File: src/rtl/adc_seq_pkg.sv
package adc_seq_pkg;
    // register byte addresses
    localparam logic [11:0] ctrl1_addr   = 12'h000;
    localparam logic [11:0] ctrl2_addr   = 12'h004;
    localparam logic [11:0] seqctl_addr  = 12'h008;
    localparam logic [11:0] status_addr  = 12'h00C;
    localparam logic [11:0] dien_addr    = 12'h010;
    localparam logic [11:0] port_addr    = 12'h014;
    localparam logic [11:0] mode_addr    = 12'h018;
    // first control register fields
    localparam int trig_ch_lsb    = 0;
    localparam int trig_ch_w      = 4;
    localparam logic [3:0] trig_ch_reset = 4'hF;
    // second control register fields
    localparam int power_up_bit   = 7;
    localparam int wait_halt_bit  = 6;
    localparam int frz_msb_bit    = 5;
    localparam int frz_lsb_bit    = 4;
    localparam int level_sel_bit  = 3;
    localparam int polarity_bit   = 2;
    localparam int trig_en_bit    = 1;
    localparam int done_ie_bit    = 0;
    // sequence control / status fields
    localparam int scan_bit       = 0;
    localparam int done_bit       = 0;
    localparam int overrun_bit    = 1;
    localparam int busy_bit       = 2;
    // stop, wait and freeze mode bits
    localparam int stop_bit       = 0;
    localparam int wait_bit       = 1;
    localparam int freeze_bit     = 2;
    // conversion length in clocks; pad channel count
    localparam int seq_cycles     = 16;
    localparam int channels       = 16;
endpackage

File: src/rtl/sync_if.sv
`timescale 1ns/1ps
`default_nettype none
interface sync_if #(parameter int width = 16);
    logic [width-1:0] raw;
    logic [width-1:0] synced;
    modport src (output raw, input synced);
    modport snk (input raw, output synced);
endinterface
`default_nettype wire

File: src/rtl/adc_trigger_sequence_control.sv
// Our own choices: the placing of the registers and the APB slave port.
`timescale 1ns/1ps
`default_nettype none
module adc_trigger_sequence_control
    import adc_seq_pkg::*;
#(
    parameter int seq_len = seq_cycles
)
(
    // clock and reset
    input  wire logic        pclk,
    input  wire logic        presetn,
    // apb slave
    input  wire logic        psel,
    input  wire logic        penable,
    input  wire logic        pwrite,
    input  wire logic [11:0] paddr,
    input  wire logic [31:0] pwdata,
    output logic      [31:0] prdata,
    output logic             pready,
    output logic             pslverr,
    // pads and low power
    input  wire logic [15:0] pad_in,
    input  wire logic        stop_mode,
    input  wire logic        wait_mode,
    input  wire logic        freeze_mode,
    // converter side
    output logic      [15:0] pad_buffer_enable,
    output logic             converting,
    output logic             sequence_done_irq
);
    typedef struct packed
    {
        logic [3:0]  trig_ch;
        logic [7:0]  ctrl2;
        logic        scan;
        logic        done;
        logic        overrun;
        logic [15:0] dien;
        logic        trig_prev;
        logic        sw_start;
        logic        pending;
        logic [31:0] rdata;
        logic        ready;
        logic        slverr;
        logic        irq;
    } state_type;
    state_type st;
    state_type next_st;

    sync_if #(.width(channels)) pins ();
    logic timer_busy;
    logic timer_done;
    logic start;
    logic run;
    logic abort;
    logic trig_lvl;
    logic trig_active;
    logic edge_seen;
    logic level_mode;
    logic trig_on;
    logic [15:0] port_view;
    logic setup;

    assign pins.raw = pad_in;
    pin_sync #(.width(channels)) u_sync
    (
        .pclk    (pclk),
        .presetn (presetn),
        .port    (pins.snk)
    );

    seq_timer #(.cycles(seq_len)) u_timer
    (
        .pclk    (pclk),
        .presetn (presetn),
        .start   (start),
        .run     (run),
        .abort   (abort),
        .busy    (timer_busy),
        .done    (timer_done)
    );

    always_comb
    begin
        trig_lvl    = pins.synced[st.trig_ch];
        trig_active = st.ctrl2[polarity_bit] ? trig_lvl : !trig_lvl;
        edge_seen   = trig_active && !st.trig_prev;
        level_mode  = st.ctrl2[level_sel_bit];
        trig_on     = st.ctrl2[trig_en_bit];
        abort       = !st.ctrl2[power_up_bit];
        run = !stop_mode
            && !(wait_mode && st.ctrl2[wait_halt_bit])
            && !(freeze_mode && st.ctrl2[frz_msb_bit]);
        if (trig_on)
        begin
            if (level_mode)
                start = trig_active;
            else
                start = edge_seen || st.pending;
        end
        else
            start = st.sw_start || (st.scan && st.pending);
        // soft freeze lets a running sequence finish but starts no new one
        start = start && !abort && !(freeze_mode && st.ctrl2[frz_lsb_bit]);
        port_view = pins.synced | ~st.dien;
        if (trig_on)
            port_view[st.trig_ch] = pins.synced[st.trig_ch];
        setup = psel && !penable;
    end

    always_comb
    begin
        next_st           = st;
        next_st.trig_prev = trig_active;
        next_st.ready     = 1'b0;
        next_st.slverr    = 1'b0;
        next_st.sw_start  = 1'b0;
        // continuous software mode keeps a restart pending
        if (!trig_on && st.scan && timer_done)
            next_st.pending = 1'b1;
        else if (start)
            next_st.pending = 1'b0;
        else if (trig_on && !level_mode)
            next_st.pending = 1'b0;
        if (abort)
            next_st.pending = 1'b0;
        if (trig_on && !level_mode && edge_seen && timer_busy)
            next_st.overrun = 1'b1;
        if (setup)
        begin
            next_st.ready = 1'b1;
            if (pwrite)
            begin
                case (paddr)
                    ctrl1_addr: next_st.trig_ch = pwdata[trig_ch_lsb +: trig_ch_w];
                    ctrl2_addr: next_st.ctrl2 = pwdata[7:0];
                    seqctl_addr:
                    begin
                        next_st.scan = pwdata[scan_bit];
                        next_st.done = 1'b0;
                        if (!trig_on)
                            next_st.sw_start = 1'b1;
                    end
                    status_addr:
                    begin
                        if (pwdata[overrun_bit])
                            next_st.overrun = 1'b0;
                        if (pwdata[done_bit])
                            next_st.done = 1'b0;
                    end
                    dien_addr:  next_st.dien = pwdata[15:0];
                    port_addr:  next_st.slverr = 1'b0;
                    mode_addr:  next_st.slverr = 1'b0;
                    default:    next_st.slverr = 1'b1;
                endcase
            end
            else
            begin
                case (paddr)
                    ctrl1_addr:  next_st.rdata = {28'h000_0000, st.trig_ch};
                    ctrl2_addr:  next_st.rdata = {24'h00_0000, st.ctrl2};
                    seqctl_addr: next_st.rdata = {31'h0000_0000, st.scan};
                    status_addr: next_st.rdata = {29'h0000_0000, timer_busy,
                                                  st.overrun, st.done};
                    dien_addr:   next_st.rdata = {16'h0000, st.dien};
                    port_addr:   next_st.rdata = {16'h0000, port_view};
                    mode_addr:   next_st.rdata = {29'h0000_0000, freeze_mode,
                                                  wait_mode, stop_mode};
                    default:
                    begin
                        next_st.rdata  = 32'h0000_0000;
                        next_st.slverr = 1'b1;
                    end
                endcase
            end
        end
        // hardware set wins over software clear
        if (trig_on && !level_mode && edge_seen && timer_busy)
            next_st.overrun = 1'b1;
        if (timer_done)
            next_st.done = 1'b1;
        next_st.irq = next_st.done && next_st.ctrl2[done_ie_bit];
    end

    always_ff @(posedge pclk or negedge presetn)
    begin
        if (!presetn)
        begin
            st         <= '0;
            st.trig_ch <= trig_ch_reset;
            st.ctrl2   <= 8'h00;
        end
        else
            st <= next_st;
    end

    // outputs
    always_ff @(posedge pclk or negedge presetn)
    begin
        if (!presetn)
        begin
            pad_buffer_enable <= 16'h0000;
            converting        <= 1'b0;
        end
        else
        begin
            pad_buffer_enable <= next_st.dien;
            converting        <= (timer_busy || start) && run && !abort;
        end
    end
    assign prdata            = st.rdata;
    assign pready            = st.ready;
    assign pslverr           = st.slverr;
    assign sequence_done_irq = st.irq;
endmodule
`default_nettype wire

File: src/rtl/pin_sync.sv
`timescale 1ns/1ps
`default_nettype none
module pin_sync #(parameter int width = 16)
(
    // clock and reset
    input  wire logic pclk,
    input  wire logic presetn,
    // pins
    sync_if.snk       port
);
    typedef struct packed
    {
        logic [width-1:0] first;
        logic [width-1:0] second;
    } state_type;
    state_type st;
    state_type next_st;
    always_comb
    begin
        next_st.first  = port.raw;
        next_st.second = st.first;
    end
    // two-stage synchroniser; first stage read only by second
    always_ff @(posedge pclk or negedge presetn)
    begin
        if (!presetn)
            st <= '0;
        else
            st <= next_st;
    end
    assign port.synced = st.second;
endmodule
`default_nettype wire

File: src/rtl/seq_timer.sv
`timescale 1ns/1ps
`default_nettype none
module seq_timer #(parameter int cycles = 16)
(
    // clock and reset
    input  wire logic pclk,
    input  wire logic presetn,
    // control
    input  wire logic start,
    input  wire logic run,
    input  wire logic abort,
    // status
    output logic      busy,
    output logic      done
);
    typedef struct packed
    {
        logic [$clog2(cycles+1)-1:0] count;
        logic                        busy;
        logic                        done;
    } state_type;
    state_type st;
    state_type next_st;
    always_comb
    begin
        next_st      = st;
        next_st.done = 1'b0;
        if (abort)
        begin
            next_st.busy  = 1'b0;
            next_st.count = '0;
        end
        else if (start && !st.busy)
        begin
            next_st.busy  = 1'b1;
            next_st.count = ($clog2(cycles+1))'(cycles - 1);
        end
        else if (st.busy && run)
        begin
            if (st.count == '0)
            begin
                next_st.busy = 1'b0;
                next_st.done = 1'b1;
            end
            else
                next_st.count = st.count - 1'b1;
        end
    end
    always_ff @(posedge pclk or negedge presetn)
    begin
        if (!presetn)
            st <= '0;
        else
            st <= next_st;
    end
    assign busy = st.busy;
    assign done = st.done;
endmodule
`default_nettype wire

File: config.mk
export PLATFORM = sky130hd
export DESIGN_NAME = adc_trigger_sequence_control
export DESIGN_NICKNAME = d
export VERILOG_FILES = /design/src/rtl/adc_seq_pkg.sv /design/src/rtl/sync_if.sv /design/src/rtl/adc_trigger_sequence_control.sv /design/src/rtl/pin_sync.sv /design/src/rtl/seq_timer.sv
export SDC_FILE = /design/constraint.sdc
export NUM_CORES = 1
export LEC_CHECK = 0
export ABC_AREA = 1
export BUFFER_PORTS_ARGS = -buffer_cell sky130_fd_sc_hd__buf_2
export CAP_MARGIN = 5
export CORE_UTILIZATION = 53
export DETAILED_ROUTE_END_ITERATION = 6
export GPL_ROUTABILITY_DRIVEN = 0
export PLACE_DENSITY = 0.77
export SLEW_MARGIN = 40
export SYNTH_ARGS = -nofsm -noshare
export SYNTH_HDL_FRONTEND = slang
export SYNTH_SLANG_ARGS = --single-unit
File: constraint.sdc
create_clock -name pclk -period 2.3 [get_ports pclk]
set_input_delay 0.46 -clock pclk [delete_from_list [all_inputs] [get_ports pclk]]
set_output_delay 0.46 -clock pclk [all_outputs]
set_load 0.02 [all_outputs]
==> results of run 1 <==
## cells in the final DEF (no fill, tap or decap), types with 2 or more instances in the layout
cell       count
xor2_1         3
o21ai_0       38
o21ai_1        2
o31ai_1        2
a31oi_1        3
buf_4         12
dfrtp_1       89
nand4_1        3
nand3_1       22
nand2_1      157
conb_1        16
clkbuf_8      12
ha_1           2
inv_2          5
nor3_1        14
a21oi_1       14
o311ai_0       2
o2111ai_1      3
a22oi_1        5
inv_1         61
nand2_2        4
nand3b_1       2
buf_2         86
mux2_2         2
or3_1          4
dfstp_2        4
nor2_1        52
## layout make-up
class,count,share of cell area
Clock buffer,12,0.0320
Clock inverter,4,0.00581
Inverter,66,0.0479
Multi-Input combinational cell,367,0.333
Sequential cell,93,0.451
Tap cell,105,0.0254
Timing Repair Buffer,99,0.105
## power by group through the flow
stage                     clock, mW  combinational [mW]  sequential (mW)
after floorplan                   0              0.0932             1.71
after global placement            0               0.170             1.71
after detailed placement          0               0.174             1.71
after CTS                      1.07               0.174             1.68
after global routing           1.15               0.196             1.69
final                          1.06               0.171             1.68
## per-layer routing
metal,share of wire,wire (um),track usage,up-vias
li1,-,-,-,1889
met1,0.46,4560,0.325,1759
met2,0.45,4450,0.367,177
met3,0.068,674,0.0427,24
met4,0.027,264,0.108,0
met5,0,0,0,-
## Yosys cell counts (3+ instances only)
| cell | number |
|---|---|
| a22oi_1 | 5 |
| buf_4 | 49 |
| inv_2 | 5 |
| dfrtp_1 | 89 |
| inv_1 | 61 |
| nand3_1 | 22 |
| nand2_1 | 157 |
| o2111ai_1 | 3 |
| or3_1 | 4 |
| nand4_1 | 3 |
| nand2_2 | 4 |
| clkbuf_1 | 5 |
| dfstp_2 | 4 |
| a31oi_1 | 3 |
| a21oi_1 | 14 |
| nor2_1 | 52 |
| xor2_1 | 3 |
| o21ai_0 | 38 |
| buf_2 | 5 |
| nor3_1 | 14 |
## worst max-delay path: stages (launching register included)
cell and delay (ns):
dfstp_2 0.63, inv_2 0.13, nand2_1 0.08, nand2_1 0.04, nand2_1 0.05, nand2_1 0.06
nand2_1 0.07, nand2_2 0.08, nor2_4 0.23, nand2_1 0.11, nand3_2 0.09, nand2_2 0.07
nand3_4 0.11, nand2_1 0.09, nand3_1 0.09, nand2_1 0.06
## registers in the layout, indices dropped and copies added (netlist names)
register,cells
st,17
pad_buffer_enable,16
u_timer.busy,1
u_sync.port.synced,16
u_timer.st,5
pready,1
pslverr,1
prdata,16
u_timer.done,1
sequence_done_irq,1
u_sync.next_st,16
level_mode,1
converting,1
## metrics by stage
stage,std cells,utilization,power [mW],hold WS [ns],worst slack [ns]
after detailed placement,730,0.593,1.89,0.335,0.228
after global routing,746,0.617,3.03,0.0634,0.00264
after CTS,746,0.617,2.93,0.0555,0.223
after floorplan,586,-,1.80,0.164,0.517
final,746,0.617,2.91,0.0393,0.217
after global placement,730,0.593,1.88,0.336,0.289
## how the worst min path moves through the flow
stage | start | to | slack (ns) | cells after the start
2_1_floorplan | presetn | converting | 0.16 | 0
3_3_place_gp | u_sync.next_st[8] | u_sync.port.synced[8] | 0.34 | 0
3_5_place_dp | u_sync.next_st[6] | u_sync.port.synced[6] | 0.33 | 0
4_1_cts | presetn | u_sync.next_st[14] | 0.06 | 1
5_1_grt | presetn | u_sync.next_st[14] | 0.06 | 1
6_report | presetn | u_sync.next_st[14] | 0.04 | 1
## cells by family (layout without fill, tap and decap cells)
logic type | Yosys count | count (layout) | share of synthesized area
multiplexers | 2 | 2 | 0.00483
adder cells (fa/ha/maj) | 2 | 2 | 0.00536
other | 1 | 16 | 0.000804
AO/OA/AOI/OAI | 76 | 76 | 0.0949
flip-flops | 93 | 93 | 0.500
buffers and inverters | 126 | 181 | 0.144
AND/OR/NAND/NOR | 268 | 268 | 0.245
XOR/XNOR | 3 | 3 | 0.00563
==> impl_metrics.env, run 1 <==
export IMPL_antenna_cells=0
export IMPL_slew_headroom=0.609
export IMPL_grt_max_degree=39
export IMPL_critPathCapture="u_timer.st[3]"
export IMPL_netlist_area_um2=4670
export IMPL_post_route_period_util=0.906
export IMPL_post_cts_buffers=0
export IMPL_firstDrtPassIters=5
export IMPL_startpoint="st[65]"
export IMPL_synth_top_cell_area_share=0.477
export IMPL_pin_count=120
export IMPL_numPortBuffers=87
export IMPL_die_w_um=95.8
export IMPL_syn2layout_area_growth_pct=10.7
export IMPL_rr_startpoint="st[65]"
export IMPL_worstPathArrival_ns=2.34
export IMPL_setup_viol_count_final=0
export IMPL_cap_violations=0
export IMPL_outcome="complete, no violations"
export IMPL_grt_pass1_vias=3571
export IMPL_yosysWarnings=0
export IMPL_fillers=745
export IMPL_pwr_density_cell_nw_per_um2=563
export IMPL_synthTopCellsByArea="dfrtp_1 (48%), nand2_1 (13%), buf_4 (7.9%), inv_1 (4.9%), nor2_1 (4.2%)"
export IMPL_syn_avg_cell_area_um2=8.17
export IMPL_r2r_cells=15
export IMPL_core_area_um2=8380
export IMPL_grt_first_pass_wirelength_um=16300
export IMPL_crit_path_max_fanout=11
export IMPL_numCtsBuffers=9
export IMPL_holdBufCountCts=0
export IMPL_netSwitchingFraction=0.241
export IMPL_regArea_um2=2330
export IMPL_yosysTopAreaCell="dfrtp_1"
export IMPL_crit_type="reg -> reg"
export IMPL_postCtsResizedCells=0
export IMPL_nets=706
export IMPL_p_clk_frac=0.363
export IMPL_synth_edf_count=0
export IMPL_initial_utilization=0.557
export IMPL_hold_path_class="in -> async"
export IMPL_clkSinkCount=93
export IMPL_grtUsageTotal=0.237
export IMPL_dpl_instance_area_um2=4970
export IMPL_wl_per_cell_um=13.3
export IMPL_wl_um=9950
export IMPL_num_vias=3849
export IMPL_drtIter0Drc=381
export IMPL_r2r_slack_ns=0.22
export IMPL_peakVddDrop_v=0.000391
export IMPL_leakage_nw=2.65
export IMPL_p_switching_mw=0.701
export IMPL_setup_tns_ns=0
export IMPL_p_int_mw=2.21
export IMPL_drtAntennaViolNets=0
export IMPL_ys_seq_elements=93
export IMPL_antenna_found_initial=0
export IMPL_via_per_inst=5.16
export IMPL_async_flop_share=1.00
export IMPL_finalClockSkew_ns=0.0111
export IMPL_synth_main_ff_cell="dfrtp_1"
export IMPL_synthCells=571
export IMPL_htree_levels=3
export IMPL_row_count=33
export IMPL_cts_tree="done"
export IMPL_p_comb_frac=0.059
export IMPL_grt_setup_unrepaired="no"
export IMPL_die_area_um2=9190
export IMPL_die_h_um=95.8
export IMPL_yosysSeqAreaShare=0.500
export IMPL_fmax_mhz=480
export IMPL_pwr_share_seq=0.578
export IMPL_ys_types=45
export IMPL_cts_reportedPaths_clkPinSlew_ns=0.09
export IMPL_end_kind="register"
export IMPL_worst_r2r_endpoint="u_timer.st[3]"
export IMPL_grt_ovfl_total=0
export IMPL_crit_required_ns=2.56
export IMPL_drive_above_1_share=0.214
export IMPL_hold_viol_final=0
export IMPL_clkLatencyLatePin_ns=0.37
export IMPL_cts_buffer_depth=2
export IMPL_dp_hpwl_um=7810
export IMPL_fin_crit_ns=2.08
export IMPL_start_kind="register"
export IMPL_multi_input_comb_area_um2=1720
export IMPL_drc_errors=0
export IMPL_final_cell_area_um2=5170
export IMPL_slew_viol_final=0
export IMPL_cts_root_buf="clkbuf_8"
export IMPL_worst_pin_slew_ns=0.586
Power figures use the tool's default switching activity.
==> run 2, diff against run 1 <==
- CORE_UTILIZATION: 53 -> 35
- PLACE_DENSITY: 0.77 -> 0.54
==> run 2 against run 1 <==
  * Die area is 50% higher
  * Combinational power rose by 5%
  * Utilization decreased by 19 points
  * Clock skew decreased by 0.0028 ns
  * Clock power rose by 54%
  * First-iteration DRC count fell by 34%
  * Total power is 20% higher
  * Fmax is 2.0% higher
  * Wire length up 11%
  * Worst setup slack improved by 0.042 ns
  * Sequential power is essentially flat
  * Largest cell class unchanged
==> impl_metrics.env, run 2 (synthesis results as in run 1) <==
export IMPL_grtUsageTotal=0.167
export IMPL_antenna_cells=0
export IMPL_regArea_um2=2330
export IMPL_pwr_density_cell_nw_per_um2=644
export IMPL_top_register="st"
export IMPL_crit_path_max_fanout=11
export IMPL_wl_met1_um=5440
export IMPL_nets=710
export IMPL_final_cell_mix="nand2_1 (157), dfrtp_1 (89), buf_2 (86), inv_1 (61), nor2_1 (52)"
export IMPL_post_route_period_util=0.887
export IMPL_crit_family="simple AND/OR/NAND/NOR gates"
export IMPL_die_w_um=117
export IMPL_drtIter0Drc=252
export IMPL_multi_input_comb_area_um2=1720
export IMPL_outcome="complete, no violations"
export IMPL_start_kind="register"
export IMPL_place_inst=797
export IMPL_holdBufCountCts=0
export IMPL_crit_buf_inv=3
export IMPL_end_kind="register"
export IMPL_dp_hpwl_um=8650
export IMPL_grt_first_pass_wirelength_um=18200
export IMPL_cap_violations=0
export IMPL_num_vias=3761
export IMPL_initial_utilization=0.364
export IMPL_crit_required_ns=2.53
export IMPL_cp_slowest_cell="dfstp_2"
export IMPL_r2r_slack_ns=0.26
export IMPL_grt_max_degree=45
export IMPL_syn2layout_area_growth_pct=16.2
export IMPL_die_area_um2=13800
export IMPL_numPortBuffers=87
export IMPL_peakVddDrop_v=0.000306
export IMPL_cp_cell_sequence="inv_4 > nand2_1 > nand2_1 > nand2_1 > nand2_1 > nand2_1 > nand2_2 > inv_2 > nand2_2 > nand2_1 > nand3_2 > nand2_2 > nand3_4 > nand2_4 > inv_2 > nand2_1 > nand2_1"
export IMPL_grt_setup_unrepaired="no"
export IMPL_slowest_delay_ns=0.64
export IMPL_top_layer="met4"
export IMPL_r2r_cells=17
export IMPL_wl_met2_um=4730
export IMPL_die_h_um=117
export IMPL_cts_root_buf="clkbuf_16"
export IMPL_layout_cells_non_filler=817
export IMPL_grt_pass1_vias=3598
export IMPL_via_per_inst=4.60
export IMPL_hold_path_class="in -> async"
export IMPL_htree_levels=3
export IMPL_leakage_nw=2.73
export IMPL_wl_met3_um=657
export IMPL_worst_pin_slew_ns=0.587
export IMPL_pin_count=120
export IMPL_clkSinkCount=93
export IMPL_cpMostUsedCell="nand2_1"
export IMPL_slew_headroom=0.608
export IMPL_largest_reg_flops=17
export IMPL_setup_tns_ns=0
export IMPL_clkLatencyLatePin_ns=0.34
export IMPL_finalClockSkew_ns=0.00825
export IMPL_cts_reportedPaths_clkPinSlew_ns=0.07
export IMPL_drtAntennaViolNets=0
export IMPL_slew_viol_final=0
export IMPL_core_area_um2=12800
export IMPL_setup_viol_count_final=0
export IMPL_fin_crit_ns=2.04
export IMPL_drive_above_1_share=0.219
export IMPL_crit_type="reg -> reg"
export IMPL_rr_startpoint="st[65]"
export IMPL_fillers=1323
export IMPL_fmax_mhz=490
export IMPL_worstPathArrival_ns=2.27
export IMPL_hold_viol_final=0
export IMPL_worst_r2r_endpoint="u_timer.st[4]"
export IMPL_antenna_found_initial=0
export IMPL_grt_ovfl_total=0
export IMPL_final_common_cell="nand2_1"
export IMPL_row_count=41
export IMPL_wl_um=11100
export IMPL_firstDrtPassIters=5
export IMPL_drc_errors=0
export IMPL_numCtsBuffers=9
export IMPL_cts_tree="done"
export IMPL_wl_per_cell_um=13.5
export IMPL_cts_buffer_depth=2
-- run 2: changes by cell type in the layout (fill, tap and decap cells not counted), moves of 2 or more --
cell	delta
buf_4	+4
clkbuf_8	-11
clkbuf_16	+9
bufinv_16	+2
-- run 2: worst reg2reg max path, delay by kind of cell, from the launching register on --
| kind | cells | cell delay, ns |
|---|---|---|
| simple gates | 14 | 1.09 |
| flops | 1 | 0.64 |
| buf+inv | 3 | 0.22 |
-- run 2: final cells by class --
| class | instances | share of cell area |
|---|---|---|
| well taps | 172 | 0.0397 |
| flip-flops and latches | 93 | 0.430 |
| clock inverters | 6 | 0.0173 |
| multi-input cells | 367 | 0.317 |
| repair buffers | 103 | 0.105 |
| clock buffers | 10 | 0.0441 |
| inverters | 66 | 0.0462 |
-- run 2: through the flow --
step / worst slack, ns / utilization / total power, mW / hold slack [ns] / area (um^2)
2_1_floorplan: 0.517 / - / 1.80 / 0.164 / 4720
3_3_place_gp: 0.240 / 0.394 / 1.89 / 0.337 / 5060
3_5_place_dp: 0.182 / 0.394 / 1.89 / 0.335 / 5060
4_1_cts: 0.168 / 0.420 / 3.53 / 0.0212 / 5390
5_1_grt: 0.0109 / 0.423 / 3.62 / 0.0320 / 5420
6_report: 0.259 / 0.423 / 3.49 / 0.0174 / 5420
-- run 2: per-layer routing --
layer | GRT usage | vias up
met1 | 0.232 | 1736
met2 | 0.247 | 116
met4 | 0.0641 | 0
met3 | 0.0451 | 16
li1 | - | 1893
met5 | 0 | -
-- run 2: worst max path at each step --
stage                      start            end  cells after the start
after CTS                 st[65]  u_timer.st[4]                     16
after floorplan           st[65]  u_timer.st[4]                     18
final                     st[65]  u_timer.st[4]                     17
after global placement    st[65]  u_timer.st[2]                     16
after global routing      st[65]  u_timer.st[2]                     17
after detailed placement  st[65]  u_timer.st[4]                     16
-- run 2: what timing repair did --
action                                  in CTS  in global routing
setup buffers                                0                  4
gates resized for setup                      0                  1
endpoints found under the setup margin       0                  7
-- run 2: where the power goes --
part | leakage, nW | internal [mW] | total, mW | switching (mW)
Sequential | 1.15 | 1.67 | 1.68 | 0.0166
Clock | 0.160 | 0.991 | 1.63 | 0.634
Combinational | 1.42 | 0.0598 | 0.179 | 0.119
